**src/rtl/plas_consts.svh**
```systemverilog
// constants for the lane alignment status block
`ifndef PLAS_CONSTS_SVH
`define PLAS_CONSTS_SVH

// ------------------------------------------------------------
// lane count and link input bundle
// ------------------------------------------------------------
`define PLAS_LANE_COUNT   4
`define PLAS_IN_W         24

// ------------------------------------------------------------
// register byte offsets (ahb-lite, one word each)
// ------------------------------------------------------------
`define PLAS_OFF_CTRL     8'h00
`define PLAS_OFF_INTERVAL 8'h04
`define PLAS_OFF_STATUS   8'h08
`define PLAS_OFF_MAP      8'h0c
`define PLAS_OFF_ISTAT    8'h10
`define PLAS_OFF_IMASK    8'h14

// ------------------------------------------------------------
// field positions and reset values
// ------------------------------------------------------------
`define PLAS_CTRL_TXEN    0
`define PLAS_IRQ_ALIGN    0
`define PLAS_IRQ_LOSS     1
`define PLAS_IRQ_TXFIFO   2
`define PLAS_IRQ_BIP      4
`define PLAS_IRQ_SPC      8
`define PLAS_MI_RST       16'h3fff

// ------------------------------------------------------------
// timing: high error rate window and threshold
// ------------------------------------------------------------
`define PLAS_CLK_MHZ      25
`define PLAS_HBER_WIN_NS  125000
`define PLAS_HBER_WIN_CYC ((`PLAS_HBER_WIN_NS * `PLAS_CLK_MHZ) / 1000)
`define PLAS_HBER_LIMIT   16

`endif

```
**src/rtl/plas_pkg.sv**
```systemverilog
// types for the lane alignment status block
`default_nettype none

package plas_pkg;

  // transmit encoder states
  typedef enum logic [0:0] {
    PLAS_TX_INIT,
    PLAS_TX_RUN
  } plas_tx_st_t;

  // state of one physical lane tracker
  typedef struct packed {
    logic [15:0] cnt;
    logic        seen;
    logic        found;
    logic        synced;
    logic        sync_err;
    logic [1:0]  id;
    logic        spc_err;
    logic        bip_err;
  } plas_lane_st_t;

  // state of the top module
  typedef struct packed {
    logic        lclk_s1, lclk_s2, lclk_p;
    logic [23:0] in_s1, in_s2;
    logic        dp, done, wr;
    logic [7:0]  addr;
    logic [31:0] rdata;
    logic        txen;
    logic [15:0] mi;
    logic [11:0] istat, imask;
    logic [3:0]  found;
    logic [7:0]  map;
    logic        aligned, loss, aerr, hiber, pst;
    logic [3:0]  bip, spc, seen_acc, got;
    logic        started, miss;
    logic [6:0]  win;
    logic [11:0] btmr;
    logic [4:0]  bcnt;
    plas_tx_st_t txst;
    logic [4:0]  flvl;
    logic        ferr;
  } plas_top_st_t;

endpackage

`default_nettype wire

```
**src/rtl/plas_lane_if.sv**
```systemverilog
// signals between the top and one physical lane tracker
`default_nettype none

interface plas_lane_if;
  logic        word;
  logic        lock;
  logic        marker;
  logic [1:0]  mid;
  logic        bip_bad;
  logic [15:0] mi;
  logic        found;
  logic        synced;
  logic        sync_err;
  logic [1:0]  id;
  logic        spc_err;
  logic        bip_err;

  modport lane (input word, lock, marker, mid, bip_bad, mi,
                output found, synced, sync_err, id, spc_err, bip_err);
  modport top  (output word, lock, marker, mid, bip_bad, mi,
                input found, synced, sync_err, id, spc_err, bip_err);
endinterface

`default_nettype wire

```
**src/rtl/plas_lane.sv**
```systemverilog
// marker tracker for one physical receive lane
`default_nettype none

module plas_lane
  import plas_pkg::*;
(
  input  wire logic clk_in,
  input  wire logic reset_in,
  plas_lane_if.lane l
);

  plas_lane_st_t q;
  plas_lane_st_t n;

  // ----------------------------------------------------------
  // marker spacing and lock tracking, stepped once per word
  // ----------------------------------------------------------
  always_comb begin
    n = q;
    n.spc_err = 1'b0;
    n.bip_err = 1'b0;
    if (l.word) begin
      if (!l.lock) begin
        // losing the word boundary forgets every marker seen
        n.cnt   = '0;
        n.seen  = 1'b0;
        n.found = 1'b0;
      end else if (l.marker) begin
        n.cnt  = '0;
        n.seen = 1'b1;
        n.id   = l.mid;
        n.bip_err = l.bip_bad;
        if (q.seen && q.cnt != l.mi) begin
          n.spc_err = 1'b1;
          n.found   = 1'b0;   // relocked by the next good marker
        end else begin
          n.found = 1'b1;
        end
      end else begin
        n.cnt = q.cnt + 16'h0001;
      end
      n.synced   = l.lock & n.seen;
      n.sync_err = ~(l.lock & n.seen);
    end
  end

  always_ff @(posedge clk_in or posedge reset_in) begin
    if (reset_in) begin
      q <= '0;
    end else begin
      q <= n;
    end
  end

  assign l.found    = q.found;
  assign l.synced   = q.synced;
  assign l.sync_err = q.sync_err;
  assign l.id       = q.id;
  assign l.spc_err  = q.spc_err;
  assign l.bip_err  = q.bip_err;

endmodule

`default_nettype wire

```
**src/rtl/plas_top.sv**
```systemverilog
// lane alignment status block: receive flags, transmit flags, registers
`include "plas_consts.svh"
`default_nettype none

module plas_top
  import plas_pkg::*;
#(
  parameter int SKEW_WORDS = 32,
  parameter int FIFO_DEPTH = 16
) (
  input  wire logic        clk_in,
  input  wire logic        reset_in,
  // ahb-lite register port
  input  wire logic        hsel_in,
  input  wire logic [31:0] haddr_in,
  input  wire logic [1:0]  htrans_in,
  input  wire logic        hwrite_in,
  input  wire logic [2:0]  hsize_in,
  input  wire logic [31:0] hwdata_in,
  input  wire logic        hready_in,
  output logic             hreadyout_out,
  output logic [31:0]      hrdata_out,
  output logic             hresp_out,
  // receive link pins
  input  wire logic        rx_link_clk_in,
  input  wire logic [3:0]  rx_hdr_lock_in,
  input  wire logic [3:0]  rx_hdr_err_in,
  input  wire logic [3:0]  rx_marker_in,
  input  wire logic [7:0]  rx_marker_lane_in,
  input  wire logic [3:0]  rx_bip_bad_in,
  // transmit clock compensation fifo activity
  input  wire logic        tx_fifo_push_in,
  input  wire logic        tx_fifo_pop_in,
  // receive status
  output logic             rx_aligned_out,
  output logic             rx_align_loss_out,
  output logic             rx_align_err_out,
  output logic             rx_pcs_status_out,
  output logic             rx_high_error_rate_out,
  output logic [3:0]       rx_marker_found_vec_out,
  output logic [1:0]       rx_lane0_phys_map_out,
  output logic [1:0]       rx_lane1_phys_map_out,
  output logic [1:0]       rx_lane2_phys_map_out,
  output logic [1:0]       rx_lane3_phys_map_out,
  output logic [3:0]       rx_bip_err_out,
  output logic [3:0]       rx_word_sync_out,
  output logic [3:0]       rx_word_sync_err_out,
  output logic [3:0]       rx_marker_spacing_err_out,
  // transmit status
  output logic             tx_encoder_init_out,
  output logic             tx_fifo_err_out,
  // interrupt
  output logic             irq_out
);

  plas_top_st_t q;
  plas_top_st_t n;

  // ----------------------------------------------------------
  // synchronised link view
  // ----------------------------------------------------------
  logic       word;
  logic [3:0] lock;
  logic [3:0] herr;
  logic [3:0] mk;
  logic [3:0] bipb;
  logic [7:0] mid;
  logic       all_lock;

  // one word per rising link clock edge seen through the synchroniser
  assign word     = q.lclk_s2 & ~q.lclk_p;
  assign lock     = q.in_s2[3:0];
  assign herr     = q.in_s2[7:4];
  assign mk       = q.in_s2[11:8];
  assign bipb     = q.in_s2[15:12];
  assign mid      = q.in_s2[23:16];
  assign all_lock = &lock;

  // ----------------------------------------------------------
  // physical lane trackers
  // ----------------------------------------------------------
  logic [3:0] l_found;
  logic [3:0] l_sync;
  logic [3:0] l_serr;
  logic [7:0] l_id;
  logic [3:0] l_spc;
  logic [3:0] l_bip;

  for (genvar p = 0; p < `PLAS_LANE_COUNT; p++) begin : g_lane
    plas_lane_if lif ();
    assign lif.word    = word;
    assign lif.lock    = lock[p];
    assign lif.marker  = mk[p];
    assign lif.mid     = mid[2*p +: 2];
    assign lif.bip_bad = bipb[p];
    assign lif.mi      = q.mi;
    assign l_found[p]      = lif.found;
    assign l_sync[p]       = lif.synced;
    assign l_serr[p]       = lif.sync_err;
    assign l_id[2*p +: 2]  = lif.id;
    assign l_spc[p]        = lif.spc_err;
    assign l_bip[p]        = lif.bip_err;
    plas_lane u_lane (
      .clk_in   (clk_in),
      .reset_in (reset_in),
      .l        (lif.lane)
    );
  end

  // ----------------------------------------------------------
  // ahb-lite decode helpers
  // ----------------------------------------------------------
  logic        accept;
  logic [31:0] rd_mux;
  logic [11:0] ev;

  // hsize is not checked: only whole-word single transfers are used
  assign accept = hsel_in & htrans_in[1] & hready_in;

  // read view; unmapped offsets read as zero
  always_comb begin
    unique case (q.addr)
      `PLAS_OFF_CTRL:     rd_mux = {31'h0, q.txen};
      `PLAS_OFF_INTERVAL: rd_mux = {16'h0, q.mi};
      `PLAS_OFF_STATUS:   rd_mux = {14'h0, l_serr, l_sync, q.found,
                                    q.ferr, q.txst == PLAS_TX_INIT,
                                    q.hiber, q.pst, q.loss, q.aligned};
      `PLAS_OFF_MAP:      rd_mux = {24'h0, q.map};
      `PLAS_OFF_ISTAT:    rd_mux = {20'h0, q.istat};
      `PLAS_OFF_IMASK:    rd_mux = {20'h0, q.imask};
      default:            rd_mux = 32'h0;
    endcase
  end

  // ----------------------------------------------------------
  // next state
  // ----------------------------------------------------------
  always_comb begin
    n = q;
    // synchronisers: first stage feeds only the second
    n.lclk_s1 = rx_link_clk_in;
    n.lclk_s2 = q.lclk_s1;
    n.lclk_p  = q.lclk_s2;
    n.in_s1   = {rx_marker_lane_in, rx_bip_bad_in, rx_marker_in,
                 rx_hdr_err_in, rx_hdr_lock_in};
    n.in_s2   = q.in_s1;

    n.aerr = 1'b0;

    n.found = '0;
    n.map   = '0;
    n.bip   = '0;
    n.spc   = '0;
    for (int p = 0; p < `PLAS_LANE_COUNT; p++) begin
      for (int c = 0; c < `PLAS_LANE_COUNT; c++) begin
        if (l_found[p] && l_id[2*p +: 2] == 2'(c)) begin
          n.found[c]      = 1'b1;
          n.map[2*c +: 2] = 2'(p);
        end
      end
      // bip pulse routed to pcs lane
      if (l_bip[p]) begin
        n.bip[l_id[2*p +: 2]] = 1'b1;
      end
      // spacing pulse routed to pcs lane
      if (l_spc[p]) begin
        n.spc[l_id[2*p +: 2]] = 1'b1;
      end
    end

    // alignment and deskew, stepped once per word
    if (word) begin
      if (!all_lock) begin
        n.seen_acc = '0;
        n.started  = 1'b0;
        n.win      = '0;
        n.miss     = 1'b0;
      end else begin
        // arm only after all lanes saw a marker
        n.seen_acc = q.seen_acc | mk;
        n.started  = q.started | (&n.seen_acc);
        if (q.win == 7'h0) begin
          // a marker opens the deskew window unless all came at once
          if (|mk && !(&mk)) begin
            n.win = 7'(SKEW_WORDS);
            n.got = mk;
          end else if (&mk) begin
            n.miss = 1'b0;
          end
        end else begin
          n.got = q.got | mk;
          if (&n.got) begin
            n.win  = '0;
            n.miss = 1'b0;
          end else if (q.win == 7'h1) begin
            n.win = '0;
            if (q.started) begin
              n.aerr = 1'b1;
              n.miss = 1'b1;
            end
          end else begin
            n.win = q.win - 7'h1;
          end
        end
      end
      n.aligned = all_lock & (&q.found) & ~n.miss;
      // loss on error or lost alignment
      if (n.aerr || (q.aligned && !n.aligned)) begin
        n.loss = 1'b1;
      end else if (n.aligned && !q.aligned) begin
        n.loss = 1'b0;
      end
    end

    if (q.btmr == 12'(`PLAS_HBER_WIN_CYC - 1)) begin
      n.btmr = '0;
      n.bcnt = '0;
      if (q.bcnt < 5'(`PLAS_HBER_LIMIT)) begin
        n.hiber = 1'b0;
      end
    end else begin
      n.btmr = q.btmr + 12'h001;
      if (word && q.bcnt < 5'(`PLAS_HBER_LIMIT)) begin
        n.bcnt = q.bcnt + 5'($countones(herr & lock));
        if (n.bcnt >= 5'(`PLAS_HBER_LIMIT)) begin
          n.bcnt  = 5'(`PLAS_HBER_LIMIT);
          n.hiber = 1'b1;
        end
      end
    end
    n.pst = n.aligned & ~n.hiber;

    if (tx_fifo_push_in && !tx_fifo_pop_in) begin
      if (q.flvl == 5'(FIFO_DEPTH)) begin
        n.ferr = 1'b1;
      end else begin
        n.flvl = q.flvl + 5'h01;
      end
    end else if (tx_fifo_pop_in && !tx_fifo_push_in) begin
      if (q.flvl == 5'h0) begin
        n.ferr = 1'b1;
      end else begin
        n.flvl = q.flvl - 5'h01;
      end
    end

    unique case (q.txst)
      PLAS_TX_INIT: if (q.txen && !q.ferr) n.txst = PLAS_TX_RUN;
      PLAS_TX_RUN:  if (!q.txen || q.ferr) n.txst = PLAS_TX_INIT;
    endcase

    // ahb-lite: one wait state, then the answer
    ev = '0;
    ev[`PLAS_IRQ_ALIGN]      = n.aerr;
    ev[`PLAS_IRQ_LOSS]       = n.loss & ~q.loss;
    ev[`PLAS_IRQ_TXFIFO]     = n.ferr & ~q.ferr;
    ev[`PLAS_IRQ_BIP +: 4]   = n.bip;
    ev[`PLAS_IRQ_SPC +: 4]   = n.spc;
    if (q.dp && !q.done) begin
      n.done = 1'b1;
      if (q.wr) begin
        unique case (q.addr)
          `PLAS_OFF_CTRL:     n.txen  = hwdata_in[`PLAS_CTRL_TXEN];
          `PLAS_OFF_INTERVAL: n.mi    = hwdata_in[15:0];
          `PLAS_OFF_IMASK:    n.imask = hwdata_in[11:0];
          default:            ;
        endcase
      end else begin
        n.rdata = rd_mux;
        // read of the interrupt status register clears it
        if (q.addr == `PLAS_OFF_ISTAT) begin
          n.istat = '0;
        end
      end
    end else if (q.done) begin
      n.dp   = 1'b0;
      n.done = 1'b0;
    end
    if (accept) begin
      n.dp   = 1'b1;
      n.done = 1'b0;
      n.addr = {haddr_in[7:2], 2'b00};
      n.wr   = hwrite_in;
    end
    // a new event wins over the read clear
    n.istat = n.istat | ev;
  end

  // ----------------------------------------------------------
  // state register
  // ----------------------------------------------------------
  // flags clear on reset
  always_ff @(posedge clk_in or posedge reset_in) begin
    if (reset_in) begin
      q    <= '0;
      q.mi <= `PLAS_MI_RST;
    end else begin
      q <= n;
    end
  end

  // ----------------------------------------------------------
  // outputs
  // ----------------------------------------------------------
  assign hreadyout_out             = ~q.dp | q.done;
  assign hrdata_out                = q.rdata;
  assign hresp_out                 = 1'b0;
  assign rx_aligned_out            = q.aligned;
  assign rx_align_loss_out         = q.loss;
  assign rx_align_err_out          = q.aerr;
  assign rx_pcs_status_out         = q.pst;
  assign rx_high_error_rate_out    = q.hiber;
  assign rx_marker_found_vec_out   = q.found;
  assign rx_lane0_phys_map_out     = q.map[1:0];
  assign rx_lane1_phys_map_out     = q.map[3:2];
  assign rx_lane2_phys_map_out     = q.map[5:4];
  assign rx_lane3_phys_map_out     = q.map[7:6];
  assign rx_bip_err_out            = q.bip;
  assign rx_word_sync_out          = l_sync;
  assign rx_word_sync_err_out      = l_serr;
  assign rx_marker_spacing_err_out = q.spc;
  assign tx_encoder_init_out       = (q.txst == PLAS_TX_INIT);
  // error stays until the port is reset
  assign tx_fifo_err_out           = q.ferr;
  // level interrupt from sticky status and mask
  assign irq_out                   = |(q.istat & q.imask);

endmodule

`default_nettype wire

```
**config.mk**
```make
export PLATFORM = sky130hd
export DESIGN_NAME = plas_top
export DESIGN_NICKNAME = d
export VERILOG_FILES = /design/src/rtl/plas_pkg.sv /design/src/rtl/plas_lane_if.sv /design/src/rtl/plas_lane.sv /design/src/rtl/plas_top.sv
export VERILOG_INCLUDE_DIRS = /design/src /design/src/rtl
export SDC_FILE = /design/constraint.sdc
export NUM_CORES = 1
export LEC_CHECK = 0
export BUFFER_PORTS_ARGS = -buffer_cell sky130_fd_sc_hd__buf_2
export CAP_MARGIN = 20
export CORE_ASPECT_RATIO = 0.7
export CORE_MARGIN = 2
export CORE_UTILIZATION = 58
export CTS_BUF_LIST = sky130_fd_sc_hd__clkbuf_16
export CTS_CLUSTER_DIAMETER = 80
export DETAILED_ROUTE_END_ITERATION = 8
export PLACE_DENSITY_LB_ADDON = 0.2
export SLEW_MARGIN = 20
export SYNTH_ARGS = -nofsm -noshare
export SYNTH_HDL_FRONTEND = slang
export SYNTH_SLANG_ARGS = --single-unit
```
**constraint.sdc**
```tcl
create_clock -name clk_in -period 13.7 [get_ports clk_in]
set_clock_uncertainty 0.05 [all_clocks]
set_input_delay 4.11 -clock clk_in [delete_from_list [all_inputs] [get_ports clk_in]]
set_output_delay 4.11 -clock clk_in [all_outputs]
set_load 0.05 [all_outputs]
```
After elaboration in Yosys (flattened, before gate mapping). Cells that the tools add are included.

Register bits: 281. Bits of input ports: 101. Output and inout bits: 70.

Add/subtract/negate cells: 12. Magnitude comparators: 10. Equality and inequality tests: 33. Multiplexer cells: 128. Bitwise logic cells: 37. Reductions and logical operators: 75.

Operators by type and width (number): 2-to-1 mux 18 bit (8); case mux 18 bit (6 select lines) (1); adder 16 x 1 -> 16 bit (second input constant) (4); 2-to-1 mux 16 bit (4); inequality test 16 bit (4); 2-to-1 mux 1 bit (54); 2-to-1 mux 2 bit (25); 2-to-1 mux 12 bit (4); 2-to-1 mux 4 bit (11); logical AND 1 bit (32); OR 4 bit (8); 2-to-1 mux 24 bit (1); AND reduction 3 bit (8); 2-to-1 mux 5 bit (4); AND reduction 4 bit (5); 2-to-1 mux 9 bit (2); 2-to-1 mux 17 bit (1); equality test 2 bit (second input constant) (8); 2-to-1 mux 8 bit (2); 2-to-1 mux 7 bit (2); AND reduction 2 bit (7); adder 12 x 1 -> 12 bit (second input constant) (1); AND 1 bit (12); AND 12 bit (1); other kinds (40) (86).

Logic depth before layout (Yosys ltp). Gate-level depths: netlist (run 1).

Word-level depth: 16. Depth in mapped cells: 10. Gate-level depth less buffers: 9.

By module. Synthesis (run 1) repeated with hierarchy kept, for this count alone.

Cell total of the unflattened synthesis: 1276. Area, all modules: 13427.9 µm².

Modules (own cells, without submodules): plas_top (instances 1, cells an instance 700, area each 8052.7 µm²); plas_lane (instances 4, cells an instance 144, area each 1343.8 µm²).

Least setup slack after synthesis (run 1). No wires, ideal clock.

Path type: reg-to-output. Start: reg q[79] (netlist bit). End: out irq_out. Arrival: 1.213 ns. Data required time: 9.540 ns. Slack: 8.327 ns. Stages on the path, launching flop included: 5. Path buffers: 0. Cells stage by stage: dfrtp_1 > a22o_1 > a221oi_1 > and3_1 > nand2_1.

Word-level cells in the longest chain between the ends: 2.

Ends and longest elaborated chain: start: declaration (line plas_top.sv:56) `plas_top_st_t q;`; start signal: assignment (line plas_top.sv:298) `q <= n;`; AND 12 bit (line plas_top.sv:326) `assign irq_out = |(q.istat & q.imask);`; OR reduction 12 bit (line plas_top.sv:326); end: declaration (line plas_top.sv:53) `output logic irq_out`.

Every way passes these cells.

==> out/metrics.csv, run 1 <==
metric,value,unit
number_of_enable_flip_flop_cells_after_synthesis,0,
setup_repair_after_global_routing_missed_its_margin,no,
fin_nets,1455,
ant_nets,0,
maxClockFrequency,165,MHz
cts_repair_resize_count,0,
timing.critical_path.buf_inv,4,
category_of_the_worst_setup_path_capture_point,async pin,
seq_area_frac_synth,51.6,%
final_core_utilization,64.5,%
initial_cell_density_of_the_core,59.2,%
detail_route.wirelength,32700,um
clkSinkCount,276,
stdcell_area,0.0146,mm2
num_io_pins,171,
detail_route.drc_violations,0,
min_period_over_period,44.2,%
vias,10200,
clock_path_buffers,3,
io_buffers,109,
route.detailed.vias_per_inst,6.11,
syn-mean-instance-area,10.3,um2
hold_slack,298,ps
tns,0,ps
final-max-slew-violation-count,0,
grt_first_pass_wirelength,51900,um
cts-htree-levels,1,
crit_path_frequent_cell,sky130_fd_sc_hd__buf_4,
netlist_instances,1309,
worst_ir_drop_vdd,0.123,mV
synth_top_flop_cell,sky130_fd_sc_hd__dfrtp_1,
insertion_delay,540,ps
library_cells_used_by_synthesis,72,
detailedRoute.firstIterationViolations,1154,
avgRoutedWirePerCell,19.6,um
synthesis_warning_total,0,
placeableCoreArea,0.0227,mm2
crit_arrival,6540,ps
hold_path.class,reg2reg,
crit_path_cell_trace,buf_2 > inv_8 > buf_4 > buf_4,
ys_seq_elements,276,
period_needed,6060,ps
filler_instances,1876,
syn2layout_area_growth,9.00,%
worst_r2r_path_depth,5,
final-setup-viol-count,0,
numCtsBuffers,27,
slew_headroom,38.2,%
timing.critical_path.from_type,primary input,
critical_path_required,14180,ps
ys_async_sr_fraction,100,%
grt_overflow,0,
antenna_cells_inserted,0,
cpMaxStageDelayCell,sky130_fd_sc_hd__buf_4,
grt_max_degree,129,
critical_path_peak_fanout,128,
cts.clk_slew.worst_paths,60,ps
place.gp.congestion,0.900,
number_of_hold_violations_in_the_final_report,0,
p_leak,0.00644,uW
die_h,131,um
worst_pin_slew,925,ps
first_pass_iters,5,
postPlaceCellArea,0.0137,mm2
post-cts-setup-buffer-count,0,
timing_worst_setup_path_type,in2async,
drive_above_1_share,17.3,%
std_cell_rows,46,
cts_tree,done,
cts.root.buffer_cell,sky130_fd_sc_hd__clkbuf_16,
critical_path.max_stage_delay,850,ps
worst-path-stages,4,
die-area,0.0244,mm2
grt_usage,27.0,%
max-cap-violations,0,
place.detailed.hpwl,22400,um
worstHoldPathCells,0,
post_synth_instance_area,0.0134,mm2
post_cts_hold_buffer_count,0,
power_per_cell_area,154,mW/mm2
grt_pass1_vias,9392,
grt_antenna_before_repair,0,
outcome,completed,
die_x,186,um
critical_path.top_delay_family,buffers and inverters,
==> synthesized netlist by cell type, types with 4 or more instances <==
| cell | number | area, um2 |
|---|---|---|
| sky130_fd_sc_hd__mux2i_1 | 8 | 80.1 |
| sky130_fd_sc_hd__and3_1 | 12 | 75.1 |
| sky130_fd_sc_hd__inv_1 | 33 | 124 |
| sky130_fd_sc_hd__dfrtp_1 | 262 | 6560 |
| sky130_fd_sc_hd__nor2b_1 | 24 | 150 |
| sky130_fd_sc_hd__nand2_1 | 133 | 499 |
| sky130_fd_sc_hd__buf_4 | 62 | 465 |
| sky130_fd_sc_hd__buf_2 | 9 | 45.0 |
| sky130_fd_sc_hd__o22ai_1 | 6 | 37.5 |
| sky130_fd_sc_hd__mux2_2 | 44 | 495 |
| sky130_fd_sc_hd__nand3_1 | 62 | 310 |
| sky130_fd_sc_hd__a221o_1 | 4 | 40.0 |
| sky130_fd_sc_hd__o211ai_1 | 7 | 52.6 |
| sky130_fd_sc_hd__a32oi_1 | 4 | 35.0 |
| sky130_fd_sc_hd__dfstp_2 | 14 | 368 |
| sky130_fd_sc_hd__or3_1 | 5 | 31.3 |
| sky130_fd_sc_hd__xnor2_1 | 74 | 648 |
| sky130_fd_sc_hd__o31ai_1 | 8 | 60.1 |
| sky130_fd_sc_hd__nand2b_1 | 7 | 43.8 |
| sky130_fd_sc_hd__nand4_1 | 40 | 250 |
| sky130_fd_sc_hd__clkbuf_1 | 54 | 203 |
| sky130_fd_sc_hd__and2_1 | 13 | 81.3 |
| sky130_fd_sc_hd__a22oi_1 | 17 | 128 |
| sky130_fd_sc_hd__a21o_1 | 11 | 82.6 |
| sky130_fd_sc_hd__a32o_1 | 4 | 40.0 |
| sky130_fd_sc_hd__o21ai_0 | 116 | 581 |
| sky130_fd_sc_hd__a21oi_1 | 32 | 160 |
| sky130_fd_sc_hd__a31oi_1 | 19 | 119 |
| sky130_fd_sc_hd__xor2_1 | 6 | 52.6 |
| sky130_fd_sc_hd__and4_1 | 10 | 87.6 |
| sky130_fd_sc_hd__nor4_1 | 6 | 37.5 |
| sky130_fd_sc_hd__a221oi_1 | 13 | 114 |
| sky130_fd_sc_hd__or4_1 | 6 | 45.0 |
| sky130_fd_sc_hd__nor3_1 | 13 | 65.1 |
| sky130_fd_sc_hd__a22o_1 | 20 | 175 |
| sky130_fd_sc_hd__ha_1 | 15 | 188 |
| sky130_fd_sc_hd__o41a_1 | 4 | 45.0 |
| sky130_fd_sc_hd__o21a_1 | 6 | 45.0 |
| sky130_fd_sc_hd__nor2_1 | 74 | 278 |
==> metrics by stage <==
stage / instances / power (uW) / setup slack, ps
floorplan: 1323 / 1380 / 1950
global placement: 1619 / 1470 / 6890
detailed placement: 1619 / 1490 / 6860
CTS: 1668 / 2270 / 7420
global route: 1668 / 2350 / 7110
finish: 1668 / 2260 / 7640
==> where the power goes <==
| group | leakage (uW) | internal [uW] | switching [uW] |
|---|---|---|---|
| Clock | 0.000461 | 456 | 320 |
| Sequential | 0.00351 | 916 | 153 |
| Combinational | 0.00248 | 159 | 255 |
==> placed cells by master, fill, tap and decap left out, types with 7 or more instances in the layout <==
master                        n
sky130_fd_sc_hd__clkbuf_16   27
sky130_fd_sc_hd__a221oi_1    13
sky130_fd_sc_hd__dfrtp_1    262
sky130_fd_sc_hd__o31ai_1      8
sky130_fd_sc_hd__and4_1      10
sky130_fd_sc_hd__conb_1      15
sky130_fd_sc_hd__nand4_1     40
sky130_fd_sc_hd__nand3_1     62
sky130_fd_sc_hd__dfstp_2     14
sky130_fd_sc_hd__a22o_1      20
sky130_fd_sc_hd__buf_2      109
sky130_fd_sc_hd__ha_1        15
sky130_fd_sc_hd__nand2b_1     7
sky130_fd_sc_hd__a31oi_1     19
sky130_fd_sc_hd__nand2_1    133
sky130_fd_sc_hd__o211ai_1     7
sky130_fd_sc_hd__nor2b_1     23
sky130_fd_sc_hd__a21oi_1     32
sky130_fd_sc_hd__mux2_2      44
sky130_fd_sc_hd__a21o_1      11
sky130_fd_sc_hd__xnor2_1     74
sky130_fd_sc_hd__a22oi_1     17
sky130_fd_sc_hd__o21ai_0    116
sky130_fd_sc_hd__nor2_1      74
sky130_fd_sc_hd__and3_1      12
sky130_fd_sc_hd__mux2i_1      8
sky130_fd_sc_hd__inv_1       34
sky130_fd_sc_hd__nor3_1      13
sky130_fd_sc_hd__and2_1      13
==> worst reg2reg max path, stage by stage, from the launching register on <==
cell                       delay [ps]
sky130_fd_sc_hd__dfrtp_1          390
sky130_fd_sc_hd__nor2b_1          670
sky130_fd_sc_hd__and2_0           400
sky130_fd_sc_hd__nor2b_1          790
sky130_fd_sc_hd__a222oi_1         270
sky130_fd_sc_hd__o21ai_0          210
==> cell type report <==
class                   count  area (um2)  share of cell area, %
multi-input cells         884        5680                   38.8
inverters                  33         131                  0.898
well taps                 312         390                   2.67
flip-flops and latches    276        6920                   47.3
repair buffers            114         583                   3.98
clock inverters            22         246                   1.68
clock buffers              27         676                   4.62
==> layer usage <==
layer,GRT usage [%],up-vias,routed length [um]
met1,44.1,4983,15100
met4,6.52,0,708
li1,-,4642,-
met3,3.58,67,2990
met2,38.0,494,13900
met5,0,-,0
==> final timing paths <==
path / from / end / slack (ps)
setup / recovery: reset_in / q[143]$_DFFE_PP0P_ / 7640
hold / removal: n[170]$_DFF_PP0_ / g_lane[2].lif.mid[0]$_DFF_PP0_ / 300
setup reg to reg: q[142]$_DFFE_PP0P_ / hrdata_out[3]$_DFFE_PP0P_ / 10840
hold reg to reg: n[170]$_DFF_PP0_ / g_lane[2].lif.mid[0]$_DFF_PP0_ / 300
max in group clk_in: q[79]$_DFF_PP0_ / irq_out / 7650
min in group asynchronous: reset_in / n[199]$_DFF_PP0_ / 3680
==> state kept, by name, indices dropped and copies added, names as in the netlist, 8 cells and up <==
register and count:
g_lane.lif.mi 16, g_lane.lif.mid 8, g_lane.u_lane.l.id 8, g_lane.u_lane.q 64, hrdata_out 18, n 26
q 74
==> cell families after synthesis <==
group           count (synthesis)  share of synthesized area (%)
simple gates                  423                           16.0
compound gates                296                           14.5
flops                         276                           51.6
buf+inv                       163                           6.54
xor+xnor                       80                           5.22
mux                            52                           4.29
fa+ha+maj                      18                           1.85
other cells                     1                         0.0279
Power figures use the tool's default switching activity.
==> run 2, diff against run 1 <==
--- a/config.mk
+++ b/config.mk
@@ -6,11 +6,12 @@
 export SDC_FILE = /design/constraint.sdc
 export NUM_CORES = 1
 export LEC_CHECK = 0
+export ABC_AREA = 1
 export BUFFER_PORTS_ARGS = -buffer_cell sky130_fd_sc_hd__buf_2
 export CAP_MARGIN = 20
 export CORE_ASPECT_RATIO = 0.7
 export CORE_MARGIN = 2
-export CORE_UTILIZATION = 58
+export CORE_UTILIZATION = 59
 export CTS_BUF_LIST = sky130_fd_sc_hd__clkbuf_16
 export CTS_CLUSTER_DIAMETER = 80
 export DETAILED_ROUTE_END_ITERATION = 8
==> constraint.sdc (replaced) <==
create_clock -name clk_in -period 5.9 [get_ports clk_in]
set_clock_uncertainty 0.05 [all_clocks]
set_input_delay 1.77 -clock clk_in [delete_from_list [all_inputs] [get_ports clk_in]]
set_output_delay 1.77 -clock clk_in [all_outputs]
set_load 0.05 [all_outputs]
==> out/metrics.csv, run 2 <==
metric,value,unit
route.detailed.vias_per_inst,5.56,
max_reg_flops,74,
largest_register,q,
post-synth-top-area-cell,sky130_fd_sc_hd__dfrtp_1,
postPlaceCellArea,0.0141,mm2
psw,1480,uW
worst_setup_path_endpoint,irq_out,
min_period_over_period,61.1,%
syn2layout_area_growth,10.6,%
cts_tree,done,
outcome,completed,
place.detailed.hpwl,24500,um
placeableCoreArea,0.0227,mm2
post-cts-setup-buffer-count,0,
ant_nets,0,
std_cell_rows,46,
critical_path.max_stage_delay,410,ps
regToRegEndpoint,rx_pcs_status_out$_DFF_PP0_,
final-setup-viol-count,0,
avgRoutedWirePerCell,17.1,um
grt_max_degree,166,
final-max-slew-violation-count,0,
synth.top_cells.by_count,"sky130_fd_sc_hd__nand2_1 (346), sky130_fd_sc_hd__dfrtp_1 (262), sky130_fd_sc_hd__inv_1 (213)",
critical_path_peak_fanout,3,
num_io_pins,171,
ys_seq_elements,276,
clock_path_buffers,3,
cts-htree-levels,1,
p_leak,0.00742,uW
grt_usage,28.8,%
first_pass_iters,5,
internal_power,3480,uW
category_of_the_worst_setup_path_capture_point,output pin,
synth_top_flop_cell,sky130_fd_sc_hd__dfrtp_1,
synth_largest_type_area_fraction,48.1,%
hold_path.class,reg2reg,
io_buffers,109,
post_synth_instance_area,0.0136,mm2
worst_ir_drop_vdd,0.288,mV
synth.most_common_cell,sky130_fd_sc_hd__nand2_1,
maxClockFrequency,278,MHz
netlist_instances,1614,
critical_path.top_delay_family,compound AO/OA/AOI/OAI gates,
slew_headroom,37.5,%
number_of_hold_violations_in_the_final_report,0,
min-delay-start,n[172]$_DFF_PP0_,
tns,0,ps
crit_arrival,1780,ps
cts.root.buffer_cell,sky130_fd_sc_hd__clkbuf_16,
die_x,186,um
critical_path_required,4080,ps
fin_nets,1786,
seq_area_frac_synth,50.8,%
cts_repair_resize_count,0,
post-layout-total-power,4950,uW
setup_repair_after_global_routing_missed_its_margin,no,
ys_async_sr_fraction,100,%
timing_worst_setup_path_type,reg2out,
worstReg2RegStart,g_lane[0].lif.lock$_DFF_PP0_,
timing.reg2reg.setup_slack,3100,ps
number_of_enable_flip_flop_cells_after_synthesis,0,
seq_power_share,45.4,%
post_cts_hold_buffer_count,0,
power.share.switching,29.8,%
part_of_the_total_power_dissipated_in_combinational_logic,14.9,%
library_cells_used_by_synthesis,54,
drive_above_1_share,12.1,%
timing.critical_path.from_type,flop,
initial_cell_density_of_the_core,60.1,%
insertion_delay,570,ps
worst-path-stages,4,
detailedRoute.firstIterationViolations,1138,
worst_pin_slew,938,ps
die-area,0.0244,mm2
netlist_top_cells_area,"sky130_fd_sc_hd__dfrtp_1 (48%), sky130_fd_sc_hd__nand2_1 (9.5%), sky130_fd_sc_hd__inv_1 (5.9%), sky130_fd_sc_hd__o21ai_0 (4.7%), sky130_fd_sc_hd__buf_4 (3.5%)",
timing.critical_path.from,q[80]$_DFF_PP0_,
vias,11100,
syn-mean-instance-area,8.45,um2
grt_antenna_before_repair,0,
detail_route.drc_violations,0,
cts.clk_slew.worst_paths,60,ps
max-cap-violations,0,
cpMaxStageDelayCell,sky130_fd_sc_hd__dfrtp_1,
period_needed,3600,ps
die_h,131,um
power.share.clock,39.7,%
synthesis_warning_total,0,
grt_first_pass_wirelength,55000,um
filler_instances,1865,
stdcell_area,0.0151,mm2
power_per_cell_area,329,mW/mm2
worst_r2r_path_depth,10,
clkSinkCount,276,
hold_slack,295,ps
mostFrequentLayoutCell,sky130_fd_sc_hd__nand2_1,
place.gp.congestion,0.940,
numCtsBuffers,27,
most_frequent_cells_in_the_layout,"sky130_fd_sc_hd__nand2_1 (346), sky130_fd_sc_hd__dfrtp_1 (262), sky130_fd_sc_hd__inv_1 (215)",
grt_overflow,0,
final_core_utilization,66.5,%
crit_path_cell_trace,a22o_1 > a221oi_1 > nand3_1 > buf_2,
detail_route.wirelength,34300,um
timing.critical_path.buf_inv,1,
grt_pass1_vias,10300,
[run 2: changes by cell type after synthesis, sizes merged, moves of 24 or more]
cell	previous run	this run
inv	33	215
a21oi	32	72
nor2b	24	0
nor2	75	137
mux2	44	0
clkbuf	58	31
nand2	133	348
nand3	63	87
xnor2	74	37
[run 2: logic make-up (layout without fill, tap and decap cells)]
group,after synthesis,after routing,share of synthesized area [%]
and+or+nand+nor,651,651,20.7
DFF,276,276,50.8
AOI/OAI and AO/OA,292,292,12.4
xor gates and xnor gates,56,56,3.60
other,1,16,0.0275
buffers and inverters,320,380,10.7
adders and majority gates,18,18,1.82
[run 2: per-stage QoR]
stage | cells | worst slack (ps)
2_1_floorplan | 1628 | 440
3_3_place_gp | 1950 | 2610
3_5_place_dp | 1950 | 2620
4_1_cts | 2000 | 2280
5_1_grt | 2000 | 2230
6_report | 2001 | 2300
[run 2: power by group through the flow]
stage | clock, uW | sequential [uW] | combinational (uW)
2_1_floorplan | 0 | 2210 | 604
3_3_place_gp | 0 | 2270 | 719
3_5_place_dp | 0 | 2270 | 733
4_1_cts | 1990 | 2240 | 737
5_1_grt | 2080 | 2260 | 821
6_report | 1970 | 2250 | 740
[run 2: worst min-delay path by stage]
stage / slack [ps] / to / cells past startpoint
floorplan: 280 / bipb[0]$_DFF_PP0_ / 0
global placement: 280 / g_lane[0].lif.mid[1]$_DFF_PP0_ / 0
detailed placement: 280 / bipb[1]$_DFF_PP0_ / 0
CTS: 300 / g_lane[0].lif.lock$_DFF_PP0_ / 0
global route: 300 / herr[1]$_DFF_PP0_ / 0
finish: 290 / g_lane[3].lif.mid[0]$_DFF_PP0_ / 0
[run 2: layer usage]
metal  track usage, %  up-vias  share of wire, %
met5                0        -                 0
met4             7.00        0               2.2
met3             6.82       56               9.3
met2             40.4      460                42
met1             45.1     5316                46
li1                 -     5287                 -
[run 2: cell type report]
class                           count  area, um2  share of cell area, %
Antenna cell                        1       2.50                 0.0166
Tap cell                          312        390                   2.59
Inverter                          216        815                   5.40
Multi-Input combinational cell   1032       5320                   35.3
Clock inverter                     23        343                   2.27
Timing Repair Buffer              114        608                   4.03
Clock buffer                       27        676                   4.48
Sequential cell                   276       6920                   45.9
